===== config.mk =====
export PLATFORM = sky130hd
export DESIGN_NAME = cwd_top
export DESIGN_NICKNAME = d
export VERILOG_FILES = /design/src/core/cwd_pwp_decode.v /design/src/core/cwd_top.v /design/src/core/cwd_word_store.v
export VERILOG_INCLUDE_DIRS = /design/src /design/src/inc
export SDC_FILE = /design/constraint.sdc
export NUM_CORES = 1
export LEC_CHECK = 0
export BUFFER_PORTS_ARGS = -buffer_cell sky130_fd_sc_hd__buf_2
export CAP_MARGIN = 20
export CORE_MARGIN = 2
export CORE_UTILIZATION = 55
export DETAILED_ROUTE_END_ITERATION = 7
export PLACE_DENSITY = 0.8
export SKIP_LAST_GASP = 1
export SLEW_MARGIN = 20
export SYNTH_ARGS = -nofsm -noshare
export SYNTH_HDL_FRONTEND = slang
export SYNTH_SLANG_ARGS = --single-unit

===== constraint.sdc =====
create_clock -name mclk -period 4.41 [get_ports mclk]
set_input_delay 0.2205 -clock mclk [delete_from_list [all_inputs] [get_ports mclk]]
set_output_delay 0.2205 -clock mclk [all_outputs]
set_load 0.01 [all_outputs]

===== src/inc/cwd_map.vh =====
// Constants of the configuration word decoder: bit fields, register map, loader timing.
// Assumes the two words arrive as static levels from nonvolatile storage.
// What this block does
// - Code-protect 0 blocks external programmer flash access.
// - Boot write-lock 0 blocks run-time boot writes.
// - Write-lock all ones disables program flash protection.
// - Each step down raises boundary by 0x0400, up to 0x8000.
// - Channel field routes debugger to one pin pair.
// - Boundary-port bit turns JTAG on or off.
// - JTAG bit seeds the run-time control register.
// - Debugger upper bit one disables background debugger.
// - Code protection forces debugger field to 11.
// - Window-size field selects 25, 37.5, 50, 75%.
// - Fuse enable runs watchdog, software cannot stop.
// - Window-off bit selects non-window or window mode.
// - Postscale divides by two to the code.
// - Codes above 10100 act as 10100.
// - Divider field sets peripheral clock divide 1,2,4,8.
// - Oscillator mode: off, high-speed, crystal, external.
// - Switch field: 1x none, 01 switch, 00 both.
// - Source field selects clock source; 011 primary+PLL.
`ifndef CWD_MAP_VH
`define CWD_MAP_VH

// ----------------------------------------
// Protection and debug word fields
// ----------------------------------------
`define CWD_CP_BIT        28
`define CWD_BWP_BIT       24
`define CWD_PWP_HI        15
`define CWD_PWP_LO        10
`define CWD_ICE_HI        4
`define CWD_ICE_LO        3
`define CWD_JTAG_BIT      2
`define CWD_DBG_HI        1
`define CWD_DBG_LO        0
`define CWD_PWP_OFF       6'h3f
`define CWD_PWP_MAX       6'h1f
`define CWD_PWP_STEP      16'h0400
`define CWD_PWP_TOP       16'h8000
`define CWD_DBG_FORCED    2'h3

// ----------------------------------------
// Clock and watchdog word fields
// ----------------------------------------
`define CWD_WINSZ_HI      25
`define CWD_WINSZ_LO      24
`define CWD_WDTEN_BIT     23
`define CWD_WATCHDOG_WINDOW_OFF_BIT    22
`define CWD_WDTPS_HI      20
`define CWD_WDTPS_LO      16
`define CWD_WDTPS_MAX     5'h14
`define CWD_FCKSM_HI      15
`define CWD_FCKSM_LO      14
`define CWD_PBDIV_HI      13
`define CWD_PBDIV_LO      12
`define CWD_CLKO_BIT      10
`define CWD_POSC_HI       9
`define CWD_POSC_LO       8
`define CWD_TWO_SPEED_STARTUP_ENABLE_BIT      7
`define CWD_SOSC_BIT      5
`define CWD_FNOSC_HI      2
`define CWD_FNOSC_LO      0
`define CWD_FNOSC_CODES   8
`define CWD_FNOSC_PAD     29'h00000000

// ----------------------------------------
// Register map and reset values
// ----------------------------------------
`define CWD_ADDR_W        5
`define CWD_OFS_WORD0     5'h00
`define CWD_OFS_WORD1     5'h04
`define CWD_OFS_RTCC      5'h08
`define CWD_OFS_WDOG      5'h0c
`define CWD_OFS_STAT      5'h10
`define CWD_WORD_RST      32'h00000000
`define CWD_RT_JTAG_BIT   3
`define CWD_WDOG_SW_BIT   0
`define CWD_WDOG_RUN_BIT  1
`define CWD_STAT_LD_BIT   0
`define CWD_STAT_CP_BIT   1
`define CWD_STAT_DBG_BIT  2
`define CWD_STAT_PS_HI    7
`define CWD_STAT_PS_LO    3
`define CWD_SETTLE        4'h8

`endif

===== src/core/cwd_pwp_decode.v =====
// Turns the program flash write-lock code into a protected boundary.
// Assumes a static code; pure combinational logic.
`timescale 1ns/100ps
`include "cwd_map.vh"
module cwd_pwp_decode (
  input  wire [5:0]  lock_code,
  output reg  [15:0] boundary,
  output reg         lock_on
);
  reg [5:0] steps;
  // ----------------------------------------
  // Boundary decode.
  // ----------------------------------------
  always @* begin
    steps    = `CWD_PWP_OFF - lock_code;
    lock_on  = (lock_code != `CWD_PWP_OFF);
    boundary = 16'h0000;
    if (lock_code < `CWD_PWP_MAX) begin
      boundary = `CWD_PWP_TOP;
    end else begin
      boundary = {steps, 10'h000};
    end
  end
endmodule


===== src/core/cwd_top.v =====
// Configuration word decoder: latches two words after reset release, decodes them, APB slave.
// Assumes nvm words are static pins from outside the clock domain.
//
// Chosen here: the APB register port and the register offsets.
`timescale 1ns/100ps
`include "cwd_map.vh"
module cwd_top (
  input  wire                  mclk,
  input  wire                  reset_n,
  input  wire [31:0]           nvm_word0,
  input  wire [31:0]           nvm_word1,
  input  wire                  psel,
  input  wire                  penable,
  input  wire                  pwrite,
  input  wire [`CWD_ADDR_W-1:0] paddr,
  input  wire [31:0]           pwdata,
  output wire                  pready,
  output reg  [31:0]           prdata_ff,
  output wire                  pslverr,
  input  wire                  pfm_wr_req,
  input  wire [15:0]           pfm_wr_addr,
  output wire                  pfm_wr_block,
  output wire                  boot_wr_block,
  output wire                  ext_prog_block,
  output wire                  code_protect,
  output wire [15:0]           pfm_boundary,
  output wire [3:0]            programming_pin_pair_sel,
  output wire                  boundary_port_enable,
  output wire                  debugger_enable,
  output wire [2:0]            watchdog_window_eighths,
  output wire                  watchdog_run,
  output wire                  watchdog_window_mode,
  output wire [4:0]            watchdog_postscale,
  output wire [1:0]            peripheral_bus_div_log2,
  output wire [3:0]            primary_osc_mode_sel,
  output wire                  clock_switch_enable,
  output wire                  fail_safe_monitor_enable,
  output wire [7:0]            oscillator_source_sel,
  output wire                  clock_out_pin_enable,
  output wire                  two_speed_startup_enable,
  output wire                  secondary_oscillator_enable,
  output wire                  config_loaded
);

  // ----------------------------------------
  // Loader states.
  // ----------------------------------------
  localparam [1:0] ST_SYNC = 2'b00;
  localparam [1:0] ST_WR0  = 2'b01;
  localparam [1:0] ST_WR1  = 2'b10;
  localparam [1:0] ST_DONE = 2'b11;

  // ----------------------------------------
  // Synchroniser and loader registers.
  // ----------------------------------------
  reg  [63:0] sync1_ff;
  reg  [63:0] sync2_ff;
  reg  [63:0] sync3_ff;
  reg  [1:0]  state_ff;
  reg  [1:0]  nxt_state;
  reg  [3:0]  settle_ff;
  reg  [3:0]  nxt_settle;
  reg         st_wr_en;
  reg         st_wr_sel;
  reg  [31:0] st_wr_data;
  wire [31:0] word0;
  wire [31:0] word1;

  // ----------------------------------------
  // Run-time and bus signals.
  // ----------------------------------------
  reg         rt_jtag_ff;
  reg         wdog_sw_en_ff;
  reg  [31:0] rd_mux;
  reg         addr_ok;
  wire        stable;
  wire        wr_xfer;

  // ----------------------------------------
  // Decode signals.
  // ----------------------------------------
  wire [15:0] pfm_bound_w;
  wire        pfm_lock_on;
  wire [1:0]  dbg_eff;
  wire [4:0]  ps_raw;
  wire [1:0]  fcksm;

  // ----------------------------------------
  // Decode helpers.
  // ----------------------------------------
  function [3:0] cwd_onehot4;
    input [1:0] code;
    begin
      cwd_onehot4       = 4'h0;
      cwd_onehot4[code] = 1'b1;
    end
  endfunction

  // ----------------------------------------
  // Window size in eighths.
  // ----------------------------------------
  function [2:0] cwd_win_eighths;
    input [1:0] code;
    begin
      case (code)
        2'b11:   cwd_win_eighths = 3'h2;
        2'b10:   cwd_win_eighths = 3'h3;
        2'b01:   cwd_win_eighths = 3'h4;
        default: cwd_win_eighths = 3'h6;
      endcase
    end
  endfunction

  // ----------------------------------------
  // Address match.
  // ----------------------------------------
  function cwd_hit;
    input [`CWD_ADDR_W-1:0] a;
    input [`CWD_ADDR_W-1:0] ofs;
    begin
      cwd_hit = (a == ofs);
    end
  endfunction

  // ----------------------------------------
  // Input synchronisers for the storage words.
  // ----------------------------------------
  always @(posedge mclk or negedge reset_n) begin
    if (!reset_n) begin
      sync1_ff <= 64'h0000000000000000;
      sync2_ff <= 64'h0000000000000000;
      sync3_ff <= 64'h0000000000000000;
    end else begin
      sync1_ff <= {nvm_word1, nvm_word0};
      sync2_ff <= sync1_ff;
      sync3_ff <= sync2_ff;
    end
  end

  // ----------------------------------------
  // Word stability.
  // ----------------------------------------
  assign stable = (sync2_ff == sync3_ff);

  // ----------------------------------------
  // Loader: capture once after reset release.
  // ----------------------------------------
  always @* begin
    nxt_state  = state_ff;
    nxt_settle = settle_ff;
    st_wr_en   = 1'b0;
    st_wr_sel  = 1'b0;
    st_wr_data = sync3_ff[31:0];
    case (state_ff)
      ST_SYNC: begin
        if (!stable) begin
          nxt_settle = 4'h0;
        end else if (settle_ff == `CWD_SETTLE) begin
          nxt_state = ST_WR0;
        end else begin
          nxt_settle = settle_ff + 4'h1;
        end
      end
      ST_WR0: begin
        st_wr_en  = 1'b1;
        nxt_state = ST_WR1;
      end
      ST_WR1: begin
        st_wr_en   = 1'b1;
        st_wr_sel  = 1'b1;
        st_wr_data = sync3_ff[63:32];
        nxt_state  = ST_DONE;
      end
      ST_DONE: begin
        nxt_state = ST_DONE;
      end
      default: begin
        nxt_state = ST_SYNC;
      end
    endcase
  end

  // ----------------------------------------
  // Loader state register.
  // ----------------------------------------
  always @(posedge mclk or negedge reset_n) begin
    if (!reset_n) begin
      state_ff  <= ST_SYNC;
      settle_ff <= 4'h0;
    end else begin
      state_ff  <= nxt_state;
      settle_ff <= nxt_settle;
    end
  end

  assign config_loaded = (state_ff == ST_DONE);

  // ----------------------------------------
  // Latched word storage.
  // ----------------------------------------
  cwd_word_store u_store (
    .mclk     (mclk),
    .reset_n  (reset_n),
    .wr_en    (st_wr_en),
    .wr_sel   (st_wr_sel),
    .wr_data  (st_wr_data),
    .word0_ff (word0),
    .word1_ff (word1)
  );

  // ----------------------------------------
  // Protection and debug decode.
  // ----------------------------------------
  assign code_protect   = ~word0[`CWD_CP_BIT];
  assign ext_prog_block = code_protect;
  assign boot_wr_block  = ~word0[`CWD_BWP_BIT];

  // ----------------------------------------
  // Program flash write lock.
  // ----------------------------------------
  cwd_pwp_decode u_pwp (
    .lock_code (word0[`CWD_PWP_HI:`CWD_PWP_LO]),
    .boundary  (pfm_bound_w),
    .lock_on   (pfm_lock_on)
  );

  assign pfm_boundary = pfm_lock_on ? pfm_bound_w : 16'h0000;
  assign pfm_wr_block = pfm_wr_req & pfm_lock_on & (pfm_wr_addr < pfm_bound_w);

  // ----------------------------------------
  // Debug channel and JTAG.
  // ----------------------------------------
  assign programming_pin_pair_sel =
    cwd_onehot4(~word0[`CWD_ICE_HI:`CWD_ICE_LO]);

  assign boundary_port_enable = rt_jtag_ff;

  assign dbg_eff = code_protect ? `CWD_DBG_FORCED : word0[`CWD_DBG_HI:`CWD_DBG_LO];
  assign debugger_enable = ~dbg_eff[1];

  // ----------------------------------------
  // Watchdog decode.
  // ----------------------------------------
  assign watchdog_window_eighths =
    cwd_win_eighths(word1[`CWD_WINSZ_HI:`CWD_WINSZ_LO]);
  assign watchdog_run = word1[`CWD_WDTEN_BIT] | wdog_sw_en_ff;
  assign watchdog_window_mode = ~word1[`CWD_WATCHDOG_WINDOW_OFF_BIT];

  // ----------------------------------------
  // Watchdog postscale clamp.
  // ----------------------------------------
  assign ps_raw = word1[`CWD_WDTPS_HI:`CWD_WDTPS_LO];
  assign watchdog_postscale = (ps_raw > `CWD_WDTPS_MAX) ? `CWD_WDTPS_MAX : ps_raw;

  // ----------------------------------------
  // Clock source decode.
  // ----------------------------------------
  assign peripheral_bus_div_log2 = word1[`CWD_PBDIV_HI:`CWD_PBDIV_LO];
  assign primary_osc_mode_sel = cwd_onehot4(word1[`CWD_POSC_HI:`CWD_POSC_LO]);

  // ----------------------------------------
  // Clock switch and monitor.
  // ----------------------------------------
  assign fcksm = word1[`CWD_FCKSM_HI:`CWD_FCKSM_LO];
  assign clock_switch_enable      = ~fcksm[1];
  assign fail_safe_monitor_enable = (fcksm == 2'b00);

  // ----------------------------------------
  // Oscillator source one-hot.
  // ----------------------------------------
  genvar gi;
  generate
    for (gi = 0; gi < `CWD_FNOSC_CODES; gi = gi + 1) begin : g_src
      assign oscillator_source_sel[gi] =
        ({`CWD_FNOSC_PAD, word1[`CWD_FNOSC_HI:`CWD_FNOSC_LO]} == gi);
    end
  endgenerate

  // ----------------------------------------
  // Auxiliary clock options.
  // ----------------------------------------
  assign clock_out_pin_enable        = ~word1[`CWD_CLKO_BIT];
  assign two_speed_startup_enable    = word1[`CWD_TWO_SPEED_STARTUP_ENABLE_BIT];
  assign secondary_oscillator_enable = word1[`CWD_SOSC_BIT];

  // ----------------------------------------
  // APB slave.
  // ----------------------------------------
  assign pready  = config_loaded;
  assign wr_xfer = psel & penable & pready & pwrite & addr_ok;
  assign pslverr = psel & penable & pready & ~addr_ok;

  // ----------------------------------------
  // Read decode.
  // ----------------------------------------
  always @* begin
    addr_ok = 1'b1;
    rd_mux  = 32'h00000000;
    if (cwd_hit(paddr, `CWD_OFS_WORD0)) begin
      rd_mux = word0;
    end else if (cwd_hit(paddr, `CWD_OFS_WORD1)) begin
      rd_mux = word1;
    end else if (cwd_hit(paddr, `CWD_OFS_RTCC)) begin
      rd_mux[`CWD_RT_JTAG_BIT] = rt_jtag_ff;
    end else if (cwd_hit(paddr, `CWD_OFS_WDOG)) begin
      rd_mux[`CWD_WDOG_SW_BIT]  = wdog_sw_en_ff;
      rd_mux[`CWD_WDOG_RUN_BIT] = watchdog_run;
    end else if (cwd_hit(paddr, `CWD_OFS_STAT)) begin
      rd_mux[`CWD_STAT_LD_BIT]  = config_loaded;
      rd_mux[`CWD_STAT_CP_BIT]  = code_protect;
      rd_mux[`CWD_STAT_DBG_BIT] = debugger_enable;
      rd_mux[`CWD_STAT_PS_HI:`CWD_STAT_PS_LO] = watchdog_postscale;
    end else begin
      addr_ok = 1'b0;
    end
  end

  // ----------------------------------------
  // Read data register.
  // ----------------------------------------
  always @(posedge mclk or negedge reset_n) begin
    if (!reset_n) begin
      prdata_ff <= 32'h00000000;
    end else if (psel & ~pwrite) begin
      prdata_ff <= rd_mux;
    end
  end

  // ----------------------------------------
  // Run-time JTAG enable register.
  // ----------------------------------------
  always @(posedge mclk or negedge reset_n) begin
    if (!reset_n) begin
      rt_jtag_ff <= 1'b0;
    end else if (state_ff == ST_WR0) begin
      rt_jtag_ff <= sync3_ff[`CWD_JTAG_BIT];
    end else if (wr_xfer & cwd_hit(paddr, `CWD_OFS_RTCC)) begin
      rt_jtag_ff <= pwdata[`CWD_RT_JTAG_BIT];
    end
  end

  // ----------------------------------------
  // Watchdog software enable register.
  // ----------------------------------------
  always @(posedge mclk or negedge reset_n) begin
    if (!reset_n) begin
      wdog_sw_en_ff <= 1'b0;
    end else if (wr_xfer & cwd_hit(paddr, `CWD_OFS_WDOG)) begin
      wdog_sw_en_ff <= pwdata[`CWD_WDOG_SW_BIT];
    end
  end

endmodule


===== src/core/cwd_word_store.v =====
// Holds the two latched configuration words.
// Assumes one write per cycle; outputs come from registers.
`timescale 1ns/100ps
`include "cwd_map.vh"
module cwd_word_store (
  input  wire        mclk,
  input  wire        reset_n,
  input  wire        wr_en,
  input  wire        wr_sel,
  input  wire [31:0] wr_data,
  output reg  [31:0] word0_ff,
  output reg  [31:0] word1_ff
);
  // ----------------------------------------
  // Storage.
  // ----------------------------------------
  always @(posedge mclk or negedge reset_n) begin
    if (!reset_n) begin
      word0_ff <= `CWD_WORD_RST;
      word1_ff <= `CWD_WORD_RST;
    end else if (wr_en) begin
      if (wr_sel) begin
        word1_ff <= wr_data;
      end else begin
        word0_ff <= wr_data;
      end
    end
  end
endmodule


---- Word-level counts from Yosys, hierarchy flattened ----
Index checks and enable logic that the tools add are counted.
word-level totals
  flip-flop bits (word level) ............. 296
  bits in latches ......................... 0
  memory bits (writable) .................. 0
  bits in read-only memories .............. 0
  input port bits ......................... 123
  word-level logic and storage cells ...... 109
  memories kept ........................... 0
cells by class
  add/sub/neg operators ................... 2
  multiply operators ...................... 0
  div/mod/pow operators ................... 0
  order comparisons ....................... 7
  equality and inequality tests ........... 23
  shift-type cells ........................ 0
  muxes and demuxes ....................... 33
  bitwise operators ....................... 21
  reduce and logical (&&, ||, !) cells .... 13
operators with widths
  kind                 number
  $eq 64x64->1         1
  $mux 32              2
  $mux 16              2
  $mux 24              1
  $lt 16x16->1         1
  $mux 8               2
  $eq 3x3->1 const B   4
  $mux 1               12
  $mux 4               3
  $and 1x1->1          10
  $eq 5x4->1 const B   2
  $not 1->1            9
  $pmux 3 s3           1
  $eq 2x2->1 const B   4
  $mux 2               4
  $reduce_and 2->1     4
  $eq 3x2->1 const B   2
  $lt 2x3->1 const B   2
  $lt 6x5->1 const B   1
  $mux 6               1
  $ne 2x2->1 const B   3
  $ne 6x6->1 const B   1
  $pmux 2 s3           1
  $sub 6x6->6 const A  1
  19 further kinds     25

---- Longest topological paths before layout ----
  depth after elaboration ................. 10
  depth in mapped cells ................... 7

---- By module ----
From an unflattened synthesis, not the netlist that was laid out.
second synthesis, totals
  cells, all modules ...................... 793
  area total of the unflattened synthesis .. 11131.9 sq um
by module, submodules not included
  module          times used  cells an instance  area each (sq um)
  cwd_top         1           637                8590.7
  cwd_word_store  1           137                2426.1
  cwd_pwp_decode  1           19                 115.1

---- Worst setup path after synthesis ----
No wires, ideal clock.
  path type ............................... register to output
  from .................................... register u_store.word0_ff[11]
  to ...................................... output pfm_wr_block
  arrival time ............................ 1492 ps
  data required time ...................... 4189 ps
  path slack .............................. 2697 ps
  stages on the path, launching flop included .. 8
  cell sequence ........................... dfrtp_1 > nand2b_1 > ha_1 > o31a_1 > o21a_1 > o21ai_0 > nand2b_1 > a31oi_1
between the ends
  word-level cells in the longest chain between the ends .. 4
  elaborated cells on any way between the ends .. 7
  those cells by class .................... 1 x add/sub; 2 x order compare; 1 x eq/ne; 1 x mux; 2 x bitwise
ends and longest elaborated chain
  what                                                               RTL line             source
  from (decl)                                                        cwd_word_store.v:11  output reg [31:0] word0_ff,
  from (signal assigned)                                             cwd_word_store.v:19  word0_ff <= `CWD_WORD_RST;
  from (signal assigned)                                             cwd_word_store.v:25  word0_ff <= wr_data;
  $sub 6x6->6 (no source line) / $lt 6x5->1 (equally long branches)  n/a
  $mux 16                                                            cwd_pwp_decode.v:18  if (lock_code < `CWD_PWP_MAX) begin
  $lt 16x16->1                                                       cwd_top.v:228        assign pfm_wr_block = pfm_wr_req & pfm_lock_on & (pfm_wr_addr < pfm_bound_w);
  $and 1x1->1 (*)                                                    cwd_top.v:228
  to (decl)                                                          cwd_top.v:22         output wire pfm_wr_block,
Every way passes the cells marked *; elsewhere a longest branch is shown, timed or not.

---- Worst setup path in the final report ----
  from .................................... register u_store.word0_ff[15]
  to ...................................... output pfm_wr_block
The elaborated chain is that of the path after synthesis.

==> impl_metrics.csv <==
group,metric,value,unit
run_status,outcome,"finished clean",
global_routing,grt_overflow,0,
sta,worst_slew_pin_slew,1.047,ns
drt,via_count,6228,
finish,stdcell_count,1202,
hold_path,worstHoldStart,"pwdata[3]",
worst_setup_path,crit_path_start_kind,"flip-flop",
clock_network,clock-sinks,296,
drt,first_pass_iters,5,
clock_network,cts_made_buffers,28,
placed_design,dp_hpwl,13290,microns
drt,wl,21400,microns
worst_setup_path,critPathRequiredTime,4.19,ns
floorplanning,core_area,18640,sq um
sta,final-setup-viol-count,0,
finish,antenna_cells,0,
synthesis,ys_warn_count,0,
global_routing,antenna_found_initial,0,
hold_path,min_to,"boundary_port_enable",
run,max-cap-violations,0,
synthesis,synth_edf_count,0,
clock_network,cts.path.max_buffers,3,
worst_setup_path,r2r_end,"settle_ff[0]",
clock_network,cts_root_buf,"clkbuf_16",
drt,antenna_left,0,
finish,drive_gt1_share,29.65,%
synthesis,synthFlopType,"dfrtp_1",
worst_setup_path,cp-end-kind,"output pin",
power_and_ir_drop,powerDensity,445.8,nW/um^2
sta,drv_slew,0,
synthesis,syn_inst,716,
drt,vias_per_cell,5.181,
sta,rsz0062_at_grt,"no",
hold_path,hold_depth,3,
sta,slew_headroom,30.20,%
hold_path,hold_path_class,"primary input to flip-flop",
synthesis,synthArstFlopShare,100.0,%
sta,hold_viol_final,0,
clock_network,worstSkewPairLatency,0.53,ns
worst_setup_path,path_class,"flip-flop to output pin",
global_routing,grt_max_degree,110,
global_routing,grt_pass1_wl,34030,microns
power_and_ir_drop,switching_power,1.165,mW
power_and_ir_drop,swShare,20.02,%
sta,whs,0.02416,ns
sta,fin_setup_tns,0,ns
clock_network,h-tree-depth,1,
floorplanning,die-area,20010,sq um
finish,multi_input_area,2659,sq um
power_and_ir_drop,ir_drop,0.3120,mV
drt,wire_per_inst,17.80,microns
power_and_ir_drop,sequentialPowerShare,49.2,%
sta,period_share,55.40,%
floorplanning,ios,213,
placed_design,portBuffers,162,
synthesis,syn_area,10390,sq um
synthesis,ys_seq_area_share,71.27,%
floorplanning,die_x,141.5,microns
finish,post-route-util,69.99,%
finish,syn2layout_area_growth,25.56,%
global_routing,grtUsageTotal,21.93,%
clock_network,cts_tree,"built",
floorplanning,num_rows,50,
global_routing,grt_pass1_vias,6370,
sta,fin_skew,0.007865,ns
floorplanning,initial_core_util,55.74,%
synthesis,synth_seq_cells,296,
worst_setup_path,worstReg2RegStart,"sync2_ff[56]",
sta,min_period,2.443,ns
finish,nets,1076,
placed_design,dp_cells,1084,
floorplanning,die_h,141.5,microns
drt,drc,0,
worst_setup_path,arrival,2.22,ns
finish,fillers,1243,
worst_setup_path,regToRegSetupSlack,2.36,ns
worst_setup_path,ff2ff_path_depth,6,
synthesis,ys_types,47,
clock_network,cts.clk_slew.worst_paths,0.06,ns
synthesis,syn_avg_cell_area,14.51,sq um
sta,fmax,0.4093,GHz
power_and_ir_drop,clkPwrFrac,46.7,%
power_and_ir_drop,combPwrFrac,4.1,%
power_and_ir_drop,p_int,4.653,mW
drt,drt_iter0_drc,419,
power_and_ir_drop,p_leak,6.258,nW
finish,regArea,7407,sq um
placed_design,gp_congestion,0.8114,
worst_setup_path,cp_max_fo,9,
## worst max-delay path: stages, from the launching register on
cell	delay [ns]
dfrtp_1	0.51
nand2b_1	0.12
ha_1	0.28
o31a_1	0.11
o21a_1	0.17
o21ai_0	0.14
nand2b_1	0.07
a31oi_1	0.15
buf_2	0.15
## repair_timing
action | in CTS | in global routing
resized for setup | 0 | 0
endpoints found under the hold margin | 171 | 0
hold buffers | 66 | 0
setup buffers | 0 | 0
## area by class of cell
type                       count  area share [%]
clock inverter                12           1.860
multi-input combinational    366           20.38
timing repair buffer         233           11.74
inverter                      21          0.6041
clock buffer                  40           6.415
sequential                   296           56.76
tap                          234           2.244
## flip-flops by register name, indices dropped and copies added (netlist names)
name / count
state_ff: 2
prdata_ff: 32
sync2_ff: 64
settle_ff: 4
u_store.word1_ff: 32
boundary_port_enable: 1
sync3_ff: 64
sync1_ff: 64
u_store.word0_ff: 32
wdog_sw_en_ff: 1
## cells in the mapped netlist, types with 3 or more instances
cell | n | area share, %
ha_1 | 7 | 0.84
nand4_1 | 18 | 1.1
xnor2_1 | 65 | 5.5
o22ai_1 | 3 | 0.18
clkbuf_1 | 10 | 0.36
buf_6 | 3 | 0.33
a21oi_1 | 15 | 0.72
dfrtp_1 | 296 | 71
o21ai_1 | 20 | 0.96
nor4_1 | 4 | 0.24
nand2_1 | 45 | 1.6
buf_2 | 9 | 0.43
nor2b_1 | 7 | 0.42
o21ai_0 | 11 | 0.53
inv_1 | 21 | 0.76
nor2_1 | 25 | 0.90
nand2b_1 | 8 | 0.48
mux2_2 | 63 | 6.8
nor3b_1 | 3 | 0.22
mux2i_1 | 3 | 0.29
and2_1 | 3 | 0.18
o31ai_1 | 5 | 0.36
a22oi_1 | 24 | 1.7
buf_4 | 14 | 1.0
nor3_1 | 3 | 0.14
## metrics by stage
stage / worst slack (ns) / area (sq um) / total power, mW
after floorplan: 2.697 / 10430 / 2.990
after global placement: 2.413 / 11310 / 3.100
after detailed placement: 2.391 / 11310 / 3.110
after CTS: 1.936 / 13050 / 5.864
after global routing: 1.739 / 13050 / 6.028
final: 1.967 / 13050 / 5.818
## power by group through the flow
stage	Sequential, mW	Clock, mW	Combinational, mW
2_1_floorplan	2.90	0	0.0930
3_3_place_gp	2.91	0	0.194
3_5_place_dp	2.91	0	0.197
4_1_cts	2.86	2.76	0.243
5_1_grt	2.87	2.89	0.270
6_report	2.86	2.71	0.241
## layout by cell type, fill, tap and decap left out, types with 7 or more instances in the layout
cell / synthesis / layout
dfrtp_1: 296 / 296
clkbuf_16: 0 / 29
nor2_1: 25 / 24
clkbuf_8: 2 / 7
ha_1: 7 / 7
mux2_2: 63 / 63
conb_1: 1 / 10
nand4_1: 18 / 18
o21ai_0: 11 / 11
nand2_1: 45 / 45
xnor2_1: 65 / 65
nor2b_1: 7 / 7
dlygate4sd3_1: 0 / 66
o21ai_1: 20 / 20
buf_2: 9 / 161
a21oi_1: 15 / 15
a22oi_1: 24 / 24
inv_1: 21 / 21
bufinv_16: 0 / 7
## how the worst max path moves through the flow
stage / start / endpoint / slack, ns / cells past startpoint
finish: u_store.word0_ff[15] / pfm_wr_block / 1.97 / 8
floorplan: u_store.word0_ff[11] / pfm_wr_block / 2.70 / 7
global placement: sync2_ff[56] / settle_ff[0] / 2.41 / 6
CTS: u_store.word0_ff[15] / pfm_wr_block / 1.94 / 8
global route: u_store.word0_ff[15] / pfm_wr_block / 1.74 / 8
detailed placement: sync2_ff[56] / settle_ff[1] / 2.39 / 6
## cell families after synthesis
logic type | Yosys count | synth area share, %
simple gates | 130 | 6.381
mux | 68 | 7.332
xor+xnor | 65 | 5.478
fa+ha+maj | 7 | 0.8427
flops | 296 | 71.27
other cells | 1 | 0.03608
buf+inv | 63 | 3.564
compound gates | 86 | 5.093
## routing by layer
metal,wire length [microns],vias to the layer above,track usage [%]
li1,-,2859,-
met1,9062,3139,29.87
met2,10880,197,37.66
met3,978,33,3.139
met4,471,0,5.789
met5,0,-,0
(Power assumes the default switching activity.)
